File: config.mk
export PLATFORM = sky130hd
export DESIGN_NAME = text_bitmap_display_fetch
export DESIGN_NICKNAME = d
export VERILOG_FILES = /design/src/fetch_pkg.sv /design/src/cell_fifo.sv /design/src/colour_map.sv /design/src/text_bitmap_display_fetch.sv
export SDC_FILE = /design/constraint.sdc
export NUM_CORES = 1
export LEC_CHECK = 0
export BUFFER_PORTS_ARGS = -buffer_cell sky130_fd_sc_hd__buf_2
export CORE_MARGIN = 2
export CORE_UTILIZATION = 55
export CTS_CLUSTER_DIAMETER = 80
export DETAILED_ROUTE_END_ITERATION = 10
export GPL_TIMING_DRIVEN = 0
export PLACE_DENSITY = 0.72
export SLEW_MARGIN = 5
export SYNTH_ARGS = -nofsm -noshare
export SYNTH_HDL_FRONTEND = slang
export SYNTH_SLANG_ARGS = --single-unit
File: constraint.sdc
create_clock -name REF_CLK_I -period 1.9 [get_ports REF_CLK_I]
set_input_delay 0.095 -clock REF_CLK_I [delete_from_list [all_inputs] [get_ports REF_CLK_I]]
set_output_delay 0.095 -clock REF_CLK_I [all_outputs]
set_load 0.01 [all_outputs]
File: src/fetch_pkg.sv
// Shared constants and carrier types for the background display fetch
`default_nettype none
package fetch_pkg;
	// Register offsets on the 6-bit host port
	localparam logic [5:0] ADDR_MODE_A  = 6'h11;
	localparam logic [5:0] ADDR_MODE_B  = 6'h16;
	localparam logic [5:0] ADDR_MEM_PTR = 6'h18;
	localparam logic [5:0] ADDR_BG0     = 6'h21;
	localparam logic [5:0] ADDR_BG1     = 6'h22;
	localparam logic [5:0] ADDR_BG2     = 6'h23;
	localparam logic [5:0] ADDR_BG3     = 6'h24;
	// Field positions
	localparam int BMM_BIT  = 5;
	localparam int ECM_BIT  = 6;
	localparam int STAT_BIT = 7;
	localparam int MCM_BIT  = 4;
	localparam int VM_LSB   = 4;
	localparam int VM_MSB   = 7;
	localparam int CB_LSB   = 1;
	localparam int CB_MSB   = 3;
	// Reset values
	localparam logic [7:0] REG_RESET = 8'h00;
	localparam logic [3:0] COL_RESET = 4'h0;
	localparam logic [3:0] COL_BLANK = 4'h0;
	// Raster geometry
	localparam logic [5:0] CELL_LAST  = 6'h27;
	localparam logic [9:0] ROW_STEP   = 10'h028;
	localparam logic [2:0] RC_LAST    = 3'h7;
	localparam logic [2:0] IDX_LAST   = 3'h7;
	localparam logic [7:0] LINE_COUNT = 8'hC8;
	localparam logic [7:0] LAST_LINE  = 8'hC7;
	// Dot rate divider, last count of a two-clock dot
	localparam logic [1:0] DIV_LAST   = 2'h1;
	localparam int         FIFO_DEPTH = 4;

	// Background mode bits
	typedef struct packed {
		logic bitmap_select;
		logic extended_background_select;
		logic multicolour_select;
	} mode_s;

	// One video matrix cell, 12 bits wide
	typedef struct packed {
		logic [3:0] colour_nybble_lines;
		logic [7:0] ptr;
	} cell_s;

	// One fetched cell with its dot byte
	typedef struct packed {
		cell_s      matrix;
		logic [7:0] dots;
	} fetch_s;

	// Fetch sequencer states
	typedef enum logic [1:0] {F_IDLE, F_MATRIX, F_GLYPH, F_PUSH} fetch_e;
endpackage : fetch_pkg
`default_nettype wire

File: src/cell_fifo.sv
// Small valid/ready FIFO between the fetch sequencer and the dot shifter
`default_nettype none
module cell_fifo #(
	parameter int WIDTH = 20,
	parameter int DEPTH = 4
) (
	// Clock and reset
	input  wire logic             clk_i,
	input  wire logic             srst_i,
	// Filling side
	input  wire logic             in_valid_i,
	output var  logic             in_ready_o,
	input  wire logic [WIDTH-1:0] in_data_i,
	// Draining side
	output var  logic             out_valid_o,
	input  wire logic             out_ready_i,
	output var  logic [WIDTH-1:0] out_data_o
);
	localparam int AW = $clog2(DEPTH);

	logic [WIDTH-1:0] mem [DEPTH];  // Storage words
	logic [AW:0]      wr_ptr;       // Write pointer with wrap bit
	logic [AW:0]      rd_ptr;       // Read pointer with wrap bit
	logic             full;
	logic             empty;

	// Wrap bits differ with equal index only when full
	assign empty       = (wr_ptr == rd_ptr);
	assign full        = (wr_ptr[AW] != rd_ptr[AW]) &&
	                     (wr_ptr[AW-1:0] == rd_ptr[AW-1:0]);
	assign in_ready_o  = !full;
	assign out_valid_o = !empty;
	assign out_data_o  = mem[rd_ptr[AW-1:0]];

	// Storage write, no reset needed on data
	always_ff @(posedge clk_i) begin
		if (in_valid_i && !full) begin
			mem[wr_ptr[AW-1:0]] <= in_data_i;
		end
	end

	// Pointer updates
	always_ff @(posedge clk_i) begin
		if (srst_i) begin
			wr_ptr <= '0;
			rd_ptr <= '0;
		end else begin
			if (in_valid_i && !full) begin
				wr_ptr <= wr_ptr + 1'b1;
			end
			if (out_ready_i && !empty) begin
				rd_ptr <= rd_ptr + 1'b1;
			end
		end
	end
endmodule : cell_fifo
`default_nettype wire

File: src/colour_map.sv
// Dot colour selection for all character and bitmap modes
`default_nettype none
module colour_map
	import fetch_pkg::*;
(
	// Mode and palette
	input  wire mode_s           mode_i,
	input  wire logic [3:0][3:0] bg_i,
	// Current cell and dots
	input  wire cell_s           cell_i,
	input  wire logic            bit_i,
	input  wire logic [1:0]      pair_i,
	// Chosen colour
	output var  logic [3:0]      colour_o
);
	logic [3:0] nyb;   // Colour nybble of the cell
	logic [3:0] hi;    // Upper half of matrix byte
	logic [3:0] lo;    // Lower half of matrix byte
	logic       pairs; // Dots read two at a time

	assign nyb   = cell_i.colour_nybble_lines;
	assign hi    = cell_i.ptr[7:4];
	assign lo    = cell_i.ptr[3:0];
	assign pairs = mode_i.multicolour_select &&
	               (mode_i.bitmap_select || nyb[3]);

	// Colour decision, one branch per mode
	always_comb begin
		colour_o = COL_BLANK;
		// RULE13: illegal combos show blank
		if (mode_i.extended_background_select &&
		    (mode_i.multicolour_select || mode_i.bitmap_select)) begin
			colour_o = COL_BLANK;
		end else if (mode_i.bitmap_select && pairs) begin
			// RULE18: multicolour bitmap pairs
			unique case (pair_i)
				2'b00: colour_o = bg_i[0];
				2'b01: colour_o = hi;
				2'b10: colour_o = lo;
				2'b11: colour_o = nyb;
			endcase
		end else if (mode_i.bitmap_select) begin
			// RULE17: matrix halves, nybble ignored
			colour_o = bit_i ? hi : lo;
		end else if (pairs) begin
			// RULE9: multicolour character pairs
			unique case (pair_i)
				2'b00: colour_o = bg_i[0];
				2'b01: colour_o = bg_i[1];
				2'b10: colour_o = bg_i[2];
				2'b11: colour_o = {1'b0, nyb[2:0]};
			endcase
		end else if (mode_i.multicolour_select) begin
			// RULE8: standard look, low eight colours
			colour_o = bit_i ? {1'b0, nyb[2:0]} : bg_i[0];
		end else if (mode_i.extended_background_select) begin
			// RULE11: pointer top bits pick background
			colour_o = bit_i ? nyb : bg_i[cell_i.ptr[7:6]];
		end else begin
			// RULE7: background 0 or cell nybble
			colour_o = bit_i ? nyb : bg_i[0];
		end
	end
endmodule : colour_map
`default_nettype wire

File: src/text_bitmap_display_fetch.sv
// Background display fetch engine: addressing, buffering and dot colour
//
// Notes on behaviour
// RULE1: pointer address is matrix base plus counter
// RULE2: memory address is fourteen bits wide
// RULE3: glyph address is base, pointer, row
// RULE4: eight-bit pointer reaches 256 glyphs
// RULE5: 25 rows of 40 cells
// RULE6: matrix data path is twelve bits
// RULE7: standard mode: background 0 or nybble
// RULE8: multicolour cell with nybble MSB low
// RULE9: multicolour character pairs pick colours
// RULE10: pair dots are twice as wide
// RULE11: extended mode picks background by pointer
// RULE12: extended mode clears glyph bits 10, 9
// RULE13: software avoids extended plus multicolour
// RULE14: bitmap bit maps dots to memory
// RULE15: bitmap address is base, counter, row
// RULE16: counter repeats eight lines, row per line
// RULE17: standard bitmap uses matrix byte halves
// RULE18: multicolour bitmap pair colour table
// RULE19: dot bytes shift out MSB first
// RULE20: counters clear at frame start
`default_nettype none
module text_bitmap_display_fetch
	import fetch_pkg::*;
(
	// Clock and reset
	input  wire logic        REF_CLK_I,
	input  wire logic        SRST_I,
	// Raster timing strobes
	input  wire logic        FRAME_START_I,
	input  wire logic        LINE_START_I,
	// Host register port
	input  wire logic        REG_CS_I,
	input  wire logic        REG_WE_I,
	input  wire logic [5:0]  REG_ADDR_I,
	input  wire logic [7:0]  REG_WDATA_I,
	output var  logic [7:0]  REG_RDATA_O,
	// Video memory port
	output var  logic        MEM_REQ_O,
	// RULE2: fourteen-bit address
	output var  logic [13:0] MEM_ADDR_O,
	input  wire logic        MEM_ACK_I,
	input  wire logic [11:0] MEM_DATA_I,
	// Dot output
	output var  logic        DOT_VALID_O,
	output var  logic [3:0]  DOT_COLOUR_O
);
	////////////////////////////////////////////////////////////////////////
	// Declarations

	logic [7:0]      mode_a;              // Bitmap and extended bits
	logic [7:0]      mode_b;              // Multicolour bit
	logic [7:0]      mem_ptrs;            // Matrix and glyph bases
	logic [3:0][3:0] bg;                  // Background colours 0..3
	mode_s           mode;                // Decoded mode bits
	logic [3:0]      matrix_base_bits;    // Top of pointer address
	logic [2:0]      glyph_base_bits;     // Top of glyph address
	logic [9:0]      matrix_cell_counter; // Cell being fetched
	logic [9:0]      row_base;            // First cell of this row
	logic [2:0]      row_in_cell_counter; // Byte within glyph
	logic [7:0]      line_cnt;            // Display line number
	logic            started;             // A line was begun
	logic            go;                  // Start fetching a line
	logic            disp_active;         // Inside display lines
	logic [5:0]      cell_num;            // Cell within line
	fetch_e          st;                  // Fetch sequencer state
	cell_s           cell_word;           // Captured matrix word
	logic [7:0]      dot_byte;            // Captured dot byte
	logic            glyph_addr_bit10;    // Glyph address bit 10
	logic            glyph_addr_bit9;     // Glyph address bit 9
	logic [13:0]     glyph_addr;          // Character dot address
	logic [13:0]     bitmap_addr;         // Bitmap dot address
	fetch_s          fifo_in;             // Word into buffer
	fetch_s          fifo_out;            // Word out of buffer
	logic            in_valid;
	logic            in_ready;
	logic            out_valid;
	logic            pop;                 // Take next buffered cell
	fetch_s          word;                // Cell on display
	logic [2:0]      idx;                 // Dot within cell
	logic            have;                // Word holds undrawn dots
	logic [1:0]      div;                 // Dot rate divider
	logic            dot_en;              // One pulse per dot
	logic [7:0]      bit_sh;              // Dots aligned for one bit
	logic [7:0]      pair_sh;             // Dots aligned for a pair
	logic [3:0]      map_colour;          // Colour of current dot

	////////////////////////////////////////////////////////////////////////
	// Host registers

	// Register writes; unmapped offsets are ignored
	always_ff @(posedge REF_CLK_I) begin
		if (SRST_I) begin
			mode_a   <= REG_RESET;
			mode_b   <= REG_RESET;
			mem_ptrs <= REG_RESET;
			bg       <= '0;
		end else if (REG_CS_I && REG_WE_I) begin
			unique case (REG_ADDR_I)
				ADDR_MODE_A:  mode_a   <= REG_WDATA_I;
				ADDR_MODE_B:  mode_b   <= REG_WDATA_I;
				ADDR_MEM_PTR: mem_ptrs <= REG_WDATA_I;
				ADDR_BG0:     bg[0]    <= REG_WDATA_I[3:0];
				ADDR_BG1:     bg[1]    <= REG_WDATA_I[3:0];
				ADDR_BG2:     bg[2]    <= REG_WDATA_I[3:0];
				ADDR_BG3:     bg[3]    <= REG_WDATA_I[3:0];
				default: ;
			endcase
		end
	end

	// Registered reads; top bit of mode A shows live display state
	always_ff @(posedge REF_CLK_I) begin
		if (SRST_I) begin
			REG_RDATA_O <= REG_RESET;
		end else if (REG_CS_I && !REG_WE_I) begin
			unique case (REG_ADDR_I)
				ADDR_MODE_A: begin
					REG_RDATA_O           <= mode_a;
					REG_RDATA_O[STAT_BIT] <= disp_active;
				end
				ADDR_MODE_B:  REG_RDATA_O <= mode_b;
				ADDR_MEM_PTR: REG_RDATA_O <= mem_ptrs;
				ADDR_BG0:     REG_RDATA_O <= {4'h0, bg[0]};
				ADDR_BG1:     REG_RDATA_O <= {4'h0, bg[1]};
				ADDR_BG2:     REG_RDATA_O <= {4'h0, bg[2]};
				ADDR_BG3:     REG_RDATA_O <= {4'h0, bg[3]};
				default:      REG_RDATA_O <= REG_RESET;
			endcase
		end
	end

	// RULE14: bitmap select steers the fetch
	assign mode.bitmap_select              = mode_a[BMM_BIT];
	assign mode.extended_background_select = mode_a[ECM_BIT];
	assign mode.multicolour_select         = mode_b[MCM_BIT];
	assign matrix_base_bits = mem_ptrs[VM_MSB:VM_LSB];
	assign glyph_base_bits  = mem_ptrs[CB_MSB:CB_LSB];
	assign disp_active      = started && (line_cnt != LINE_COUNT);

	////////////////////////////////////////////////////////////////////////
	// Raster counters

	// Row advances at each new line, cell base every eighth; frame clears them
	always_ff @(posedge REF_CLK_I) begin
		if (SRST_I || FRAME_START_I) begin
			// RULE20: clear counters at frame start
			row_base            <= '0;
			row_in_cell_counter <= '0;
			line_cnt            <= '0;
			started             <= 1'b0;
			go                  <= 1'b0;
		end else if (LINE_START_I) begin
			started <= 1'b1;
			// RULE5: only 200 lines are fetched
			go      <= !started || (line_cnt < LAST_LINE);
			if (disp_active) begin
				// RULE16: row per line, base every eighth
				row_in_cell_counter <= row_in_cell_counter + 1'b1;
				line_cnt            <= line_cnt + 1'b1;
				if (row_in_cell_counter == RC_LAST) begin
					row_base <= row_base + ROW_STEP;
				end
			end
		end else begin
			go <= 1'b0;
		end
	end

	////////////////////////////////////////////////////////////////////////
	// Fetch addressing

	// RULE12: extended mode clears bits 10 and 9
	assign glyph_addr_bit10 = mode.extended_background_select ?
	                          1'b0 : MEM_DATA_I[7];
	assign glyph_addr_bit9  = mode.extended_background_select ?
	                          1'b0 : MEM_DATA_I[6];
	// RULE3: base, pointer, row
	// RULE4: full pointer reaches 256 glyphs
	assign glyph_addr  = {glyph_base_bits, glyph_addr_bit10,
	                      glyph_addr_bit9, MEM_DATA_I[5:0],
	                      row_in_cell_counter};
	// RULE15: top base bit, cell counter, row
	assign bitmap_addr = {glyph_base_bits[2], matrix_cell_counter,
	                      row_in_cell_counter};

	////////////////////////////////////////////////////////////////////////
	// Fetch sequencer

	// Two memory reads per cell, then push into the buffer
	always_ff @(posedge REF_CLK_I) begin
		if (SRST_I || FRAME_START_I) begin
			st                  <= F_IDLE;
			MEM_REQ_O           <= 1'b0;
			MEM_ADDR_O          <= '0;
			matrix_cell_counter <= '0;
			cell_num            <= '0;
			cell_word           <= '0;
			dot_byte            <= '0;
		end else begin
			unique case (st)
				// Wait for a display line to begin
				F_IDLE: begin
					if (go) begin
						// RULE1: matrix base over cell counter
						st                  <= F_MATRIX;
						MEM_REQ_O           <= 1'b1;
						MEM_ADDR_O          <= {matrix_base_bits, row_base};
						matrix_cell_counter <= row_base;
						cell_num            <= '0;
					end
				end
				// Pointer and nybble arrive together
				F_MATRIX: begin
					if (MEM_ACK_I) begin
						// RULE6: twelve bit matrix word
						cell_word  <= cell_s'(MEM_DATA_I);
						st         <= F_GLYPH;
						MEM_ADDR_O <= mode.bitmap_select ?
						              bitmap_addr : glyph_addr;
					end
				end
				// Dot byte for this line of the cell
				F_GLYPH: begin
					if (MEM_ACK_I) begin
						dot_byte  <= MEM_DATA_I[7:0];
						MEM_REQ_O <= 1'b0;
						st        <= F_PUSH;
					end
				end
				// Stalls here while the buffer is full
				F_PUSH: begin
					if (in_ready) begin
						// RULE5: forty cells per line
						if (cell_num == CELL_LAST) begin
							st <= F_IDLE;
						end else begin
							st                  <= F_MATRIX;
							MEM_REQ_O           <= 1'b1;
							MEM_ADDR_O          <= {matrix_base_bits,
							                        matrix_cell_counter + 1'b1};
							matrix_cell_counter <= matrix_cell_counter + 1'b1;
							cell_num            <= cell_num + 1'b1;
						end
					end
				end
			endcase
		end
	end

	////////////////////////////////////////////////////////////////////////
	// Buffer

	assign fifo_in.matrix = cell_word;
	assign fifo_in.dots   = dot_byte;
	assign in_valid     = (st == F_PUSH);

	cell_fifo #(
		.WIDTH ($bits(fetch_s)),
		.DEPTH (FIFO_DEPTH)
	) u_fifo (
		.clk_i       (REF_CLK_I),
		.srst_i      (SRST_I || FRAME_START_I),
		.in_valid_i  (in_valid),
		.in_ready_o  (in_ready),
		.in_data_i   (fifo_in),
		.out_valid_o (out_valid),
		.out_ready_i (pop),
		.out_data_o  (fifo_out)
	);

	////////////////////////////////////////////////////////////////////////
	// Dot shifter

	// Dot rate enable from a free running divider
	always_ff @(posedge REF_CLK_I) begin
		if (SRST_I) begin
			div    <= '0;
			dot_en <= 1'b0;
		end else begin
			dot_en <= (div == DIV_LAST);
			div    <= (div == DIV_LAST) ? 2'h0 : div + 1'b1;
		end
	end

	// Next cell is taken when the last dot of this one is drawn
	assign pop = out_valid && (!have || (dot_en && idx == IDX_LAST));

	// Word and dot index; empty buffer simply leaves a gap
	always_ff @(posedge REF_CLK_I) begin
		if (SRST_I || FRAME_START_I) begin
			word <= '0;
			idx  <= '0;
			have <= 1'b0;
		end else if (pop) begin
			word <= fifo_out;
			idx  <= '0;
			have <= 1'b1;
		end else if (dot_en && have) begin
			idx <= idx + 1'b1;
			if (idx == IDX_LAST) begin
				have <= 1'b0;
			end
		end
	end

	// RULE19: bit 7 is the leftmost dot
	assign bit_sh  = word.dots << idx;
	// RULE10: one pair held for two dots
	assign pair_sh = word.dots << {idx[2:1], 1'b0};

	colour_map u_map (
		.mode_i   (mode),
		.bg_i     (bg),
		.cell_i   (word.matrix),
		.bit_i    (bit_sh[7]),
		.pair_i   (pair_sh[7:6]),
		.colour_o (map_colour)
	);

	// Registered dot outputs, one valid pulse per drawn dot
	always_ff @(posedge REF_CLK_I) begin
		if (SRST_I) begin
			DOT_VALID_O  <= 1'b0;
			DOT_COLOUR_O <= COL_RESET;
		end else begin
			DOT_VALID_O <= dot_en && have;
			if (dot_en && have) begin
				DOT_COLOUR_O <= map_colour;
			end
		end
	end
endmodule : text_bitmap_display_fetch
`default_nettype wire

==> results of run 1 <==
[cells by family (layout without fill, tap and decap cells)]
family	Yosys count	count (layout)	share of synthesized area, %
compound gates	217	217	13.8
xor+xnor	22	22	1.80
fa+ha+maj	20	20	2.34
buf+inv	81	222	3.21
flops	238	238	52.1
mux	90	90	11.3
simple gates	342	346	15.4
[critical path, cell delays in order, from the launching register on]
cell and delay (ns):
dfxtp_4 0.36, mux4_2 0.55, mux2_4 0.36, mux2i_1 0.13, a2111o_1 0.42, a2bb2oi_2 0.11
[through the flow]
stage          area [µm²]  setup slack [ns]
2_1_floorplan       10700           -0.0336
3_3_place_gp        11300            -0.842
6_report            13000            -0.118
5_1_grt             13000            -0.159
3_5_place_dp        11300            -0.841
4_1_cts             12800            -0.132
[sequential cells by signal, indices dropped and copies added, names as in the netlist, 2 cells and up]
signal,cells
matrix_cell_counter,10
mode_b,8
div,2
row_base,7
u_fifo.mem,80
st,2
cell_word,12
mem_ptrs,8
cell_num,6
mode_a,7
REG_RDATA_O,8
idx,3
row_in_cell_counter,3
bg,16
dot_byte,8
MEM_ADDR_O,14
u_fifo.wr_ptr,3
u_fifo.rd_ptr,3
DOT_COLOUR_O,4
word,20
line_cnt,8
[metal layers]
layer	up-vias	track usage (%)
li1	4034	-
met1	4208	37.2
met2	341	44.8
met3	78	4.83
met4	0	9.80
met5	-	0
[power groups by stage]
stage               logic, mW  registers, mW  clock network [mW]
floorplan               0.223           5.40                   0
global placement        0.409           5.40                   0
detailed placement      0.410           5.40                   0
CTS                     0.462           5.29                4.83
global route            0.528           5.29                5.05
finish                  0.492           5.29                4.78
[layout make-up]
cell class / instances / area, µm²
Fill cell: 1460 / 5860
Sequential cell: 238 / 5590
Multi-Input combinational cell: 695 / 5200
Timing Repair Buffer: 104 / 728
Clock buffer: 32 / 682
Buffer: 63 / 344
Tap cell: 260 / 325
Clock inverter: 12 / 120
Inverter: 11 / 42.5
[cells in the mapped netlist, drive strengths merged, types with 10 or more instances]
cell | number | area share (%)
ha | 20 | 2.3
nand2 | 117 | 4.1
inv | 10 | 0.35
a31oi | 17 | 1.0
mux4 | 22 | 4.7
clkbuf | 47 | 1.7
a211oi | 19 | 1.3
nor2 | 78 | 2.7
dfxtp | 158 | 30
a22oi | 10 | 0.70
nor3 | 14 | 0.66
o31ai | 10 | 0.70
nand3 | 51 | 2.4
xnor2 | 13 | 1.1
o21ai | 19 | 0.89
edfxtp | 80 | 22
buf | 23 | 1.2
nand2b | 13 | 0.76
nor2b | 12 | 0.70
mux2i | 61 | 5.8
a21oi | 80 | 3.8
[worst max-delay path by stage]
stage,cells after the start,to,slack [ns]
final,5,DOT_COLOUR_O[3],-0.12
after floorplan,4,u_fifo.mem[0][0],-0.03
after CTS,7,DOT_COLOUR_O[3],-0.13
after global routing,7,DOT_COLOUR_O[3],-0.16
after global placement,4,u_fifo.mem[1][12],-0.84
after detailed placement,4,u_fifo.mem[1][12],-0.84
[what timing repair did]
action,in CTS,in global routing
resized for setup,78,55
endpoints found under the hold margin,63,0
cloned,5,0
buffers inserted,14,7
hold buffers,24,0
pin swaps,18,15
setup endpoints to repair,156,80
==> flow_metrics.tcl, run 1 <==
set metrics [dict create \
    status "finished with violations" \
    violations "negative setup slack" \
    diodes 0 \
    vias 8661 \
    relSlewSlack_pct 50.1 \
    period_minus_slack_ns 2.02 \
    viasPerCell 6.12 \
    worstHoldEndpoint "REG_RDATA_O[1]" \
    drc 0 \
    cp_max_fo 8 \
    synth_warnings 0 \
    fin_nets 1191 \
    start_util_pct 56.5 \
    leakage_nw 4.52 \
    place.gp.congestion 0.911 \
    synth_edf_count 80 \
    required_ns 2.35 \
    grt_overflow 0 \
    antenna_found_initial 0 \
    top_layer_used "met4" \
    worstSkewPairLatency_ns 0.53 \
    drive_above_1_share_pct 22.7 \
    final_cell_mix "145 x dfxtp_1, 116 x nand2_1, 80 x edfxtp_1" \
    final_common_cell "dfxtp_1" \
    powerDensity_nw_per_um2 810 \
    hold_depth 5 \
    syn_nets 1063 \
    cts-buffers-inserted 25 \
    whs_ns 0.0830 \
    finalCritPeriodShare_pct 106 \
    p_total_mw 10.6 \
    pwr-share-clk_pct 45.3 \
    final_util_pct 69.0 \
    placed_cells 1328 \
    netSwitchingFraction_pct 21.9 \
    cts.sinks 238 \
    syn_avg_cell_area_um2 10.6 \
    syn_inst 1010 \
    worstMarginPinSlew_ns 0.748 \
    start_kind "flop" \
    dr_wl_met2_um 13600 \
    synth_cell_types 77 \
    core_area_um2 18900 \
    synth-main-ff-cell "dfxtp_1" \
    synthesis.area_um2 10700 \
    seq_area_frac_synth_pct 52.1 \
    clk_path_buf_depth 3 \
    grt_max_degree 22 \
    die_x_um 143 \
    buffer_ports.inserted 58 \
    tns_ns -0.413 \
    area_delta_synth_final_pct 22.0 \
    rows 50 \
    timing.rr.end "DOT_COLOUR_O[3]" \
    dieHeight_um 143 \
    tritoncts "built" \
    ant_nets 0 \
    p_int_mw 8.25 \
    synthArstFlopShare_pct 0 \
    drt-total-wl_um 28700 \
    r2r_setup_slack_ns -0.12 \
    cp.arrival_ns 2.47 \
    hpwl_um 18600 \
    drt-initial-drc-count 792 \
    io_pins 61 \
    wl_per_cell_um 20.3 \
    hold_viol 0 \
    cts-root-buf "clkbuf_16" \
    criticalPathCategory "reg -> reg" \
    first_global_vias 8180 \
    wl_met1_um 11900 \
    dieArea_um2 20600 \
    synth-seq-cells 238 \
    wl_met3_um 2110 \
    crit_start "idx[1]" \
    clock_skew_ns 0.0169 \
    fmax_mhz 496 \
    p_switching_mw 2.31 \
    grt_use_total_pct 27.5 \
    htree_num_levels 1 \
    grt_pass1_wl_um 44200 \
    hp-class "in -> reg" \
    drtPass1Iterations 5 \
    r2r_start "idx[1]" \
    worst_slack_ns -0.118 \
    slew_violations 0 \
    rr_worst_depth 5 \
    vdd_drop_max_uv 640 \
    setup_violations 4 \
    min_from "REG_WE_I" \
    worstSetupEndpointType "flop" \
    stdcell_count 1415 \
    clkTransAtPathRegs_ns 0.06 \
    drv_cap 0 \
    combPwrFrac_pct 4.7 \
    seqPwrFrac_pct 50.1 \
    grt_setup_unrepaired "true" \
]
No activity file was read; power rests on OpenSTA's default activity.
==> run 2: changes to the inputs <==
--- a/config.mk
+++ b/config.mk
@@ -11,6 +11,7 @@
 export CTS_CLUSTER_DIAMETER = 80
 export DETAILED_ROUTE_END_ITERATION = 10
 export GPL_TIMING_DRIVEN = 0
+export MAX_ROUTING_LAYER = met4
 export PLACE_DENSITY = 0.72
 export SLEW_MARGIN = 5
 export SYNTH_ARGS = -nofsm -noshare
==> flow_metrics.tcl, run 2 (synthesis gave the netlist of run 1 again) <==
set metrics [dict create \
    required_ns 2.35 \
    final_util_pct 69.0 \
    place.gp.congestion 0.933 \
    status "finished with violations" \
    grt_overflow 0 \
    r2r_setup_slack_ns -0.14 \
    core_area_um2 18900 \
    grt_use_total_pct 28.1 \
    drtPass1Iterations 6 \
    dieHeight_um 143 \
    drive_above_1_share_pct 22.4 \
    ant_nets 0 \
    htree_num_levels 1 \
    worstSetupEndpointType "flop" \
    period_minus_slack_ns 2.04 \
    leakage_nw 4.50 \
    vdd_drop_max_uv 771 \
    drc 0 \
    cp_max_fo 6 \
    die_x_um 143 \
    clk_path_buf_depth 3 \
    cp.arrival_ns 2.49 \
    criticalPathCategory "reg -> reg" \
    hold_viol 0 \
    antenna_found_initial 0 \
    area_delta_synth_final_pct 22.1 \
    fillers 1448 \
    cts.sinks 238 \
    violations "negative setup slack" \
    final_common_cell "dfxtp_1" \
    slew_violations 0 \
    cts-root-buf "clkbuf_16" \
    final_cell_mix "146 x dfxtp_1, 114 x nand2_1, 80 x edfxtp_1" \
    powerDensity_nw_per_um2 790 \
    whs_ns 0.0766 \
    vias 8616 \
    wl_per_cell_um 19.9 \
    drt-total-wl_um 28300 \
    dieArea_um2 20600 \
    clkTransAtPathRegs_ns 0.06 \
    first_global_vias 8047 \
    buffer_ports.inserted 58 \
    relSlewSlack_pct 53.0 \
    tritoncts "built" \
    worstMarginPinSlew_ns 0.705 \
    worstSkewPairLatency_ns 0.52 \
    grt_pass1_wl_um 43800 \
    hpwl_um 18400 \
    hp-class "in -> reg" \
    cts-buffers-inserted 25 \
    drt-initial-drc-count 840 \
    rows 50 \
    diodes 0 \
    start_util_pct 56.5 \
    grt_max_degree 22 \
    clock_skew_ns 0.0105 \
    viasPerCell 6.05 \
    grt_setup_unrepaired "true" \
    io_pins 61 \
    fin_nets 1198 \
    finalCritPeriodShare_pct 107 \
    setup_violations 4 \
    largest_register_ffs 80 \
    start_kind "flop" \
    drv_cap 0 \
    worst_slack_ns -0.137 \
    fmax_mhz 491 \
]
run 2: changes by cell type in the layout (fill, tap and decap cells not counted), moves of 2 or more:
cell / delta
clkbuf_1: +5
clkinv_2: -4
buf_4: +3
clkbuf_8: -3
nand2_2: +2
clkinv_1: +3
nand2_1: -2
a31oi_4: -2
clkbuf_2: -3
a2111oi_1: +2
nor4b_2: +2
run 2: worst paths after layout:
check	cells past startpoint	to	startpoint
hold / removal	4	st[1]	MEM_ACK_I
setup / recovery	7	DOT_COLOUR_O[3]	idx[1]
hold reg to reg	1	div[0]	div[0]
setup reg to reg	7	DOT_COLOUR_O[3]	idx[1]
run 2: area by class of cell:
cell class,instances,area (µm²),share of cell area [%]
tap,260,325,2.50
buffer,63,349,2.68
multi-input combinational,696,5190,39.8
sequential,238,5580,42.8
inverter,11,43.8,0.336
clock inverter,12,93.8,0.720
clock buffer,33,656,5.03
timing repair buffer,110,800,6.13
run 2: timing repair:
item | in CTS | in global routing
buffers inserted | 16 | 9
hold endpoints to repair | 62 | 0
cloned | 7 | 0
setup endpoints to repair | 157 | 83
hold buffers | 25 | 0
pin swaps | 22 | 16
resized for setup | 85 | 54
run 2: critical path, stage by stage, from the launching register on:
cell and delay, ns:
dfxtp_4 0.37, mux4_2 0.57, buf_8 0.17, buf_8 0.12, mux2i_4 0.20, o2111ai_2 0.15, a31oi_2 0.22, a2bb2oi_2 0.15
run 2: power breakdown:
| part | internal [mW] | switching [mW] | total [mW] |
|---|---|---|---|
| registers | 5.26 | 0.0270 | 5.29 |
| logic | 0.177 | 0.305 | 0.482 |
| clock network | 2.57 | 1.96 | 4.53 |
| total | 8.01 | 2.29 | 10.3 |
run 2: routing by layer:
layer / global-route usage [%] / part of all wire [%] / wire [µm]
met4: 8.67 / 3.3 / 928
met2: 44.6 / 46 / 13100
met5: - / 0 / 0
met1: 38.0 / 43 / 12200
met3: 3.73 / 7.2 / 2050
run 2: metrics by stage:
stage | std cells | cell area (µm²) | total power, mW | TNS [ns] | setup slack [ns]
detailed placement | 1328 | 11300 | 5.81 | -83.97 | -0.868
finish | 1423 | 13000 | 10.3 | -0.508 | -0.137
global placement | 1328 | 11300 | 5.81 | -79.78 | -0.832
floorplan | 1010 | 10700 | 5.63 | -2.02 | -0.0336
CTS | 1415 | 12800 | 10.3 | -0.319 | -0.127
global route | 1423 | 13000 | 10.6 | -0.770 | -0.194
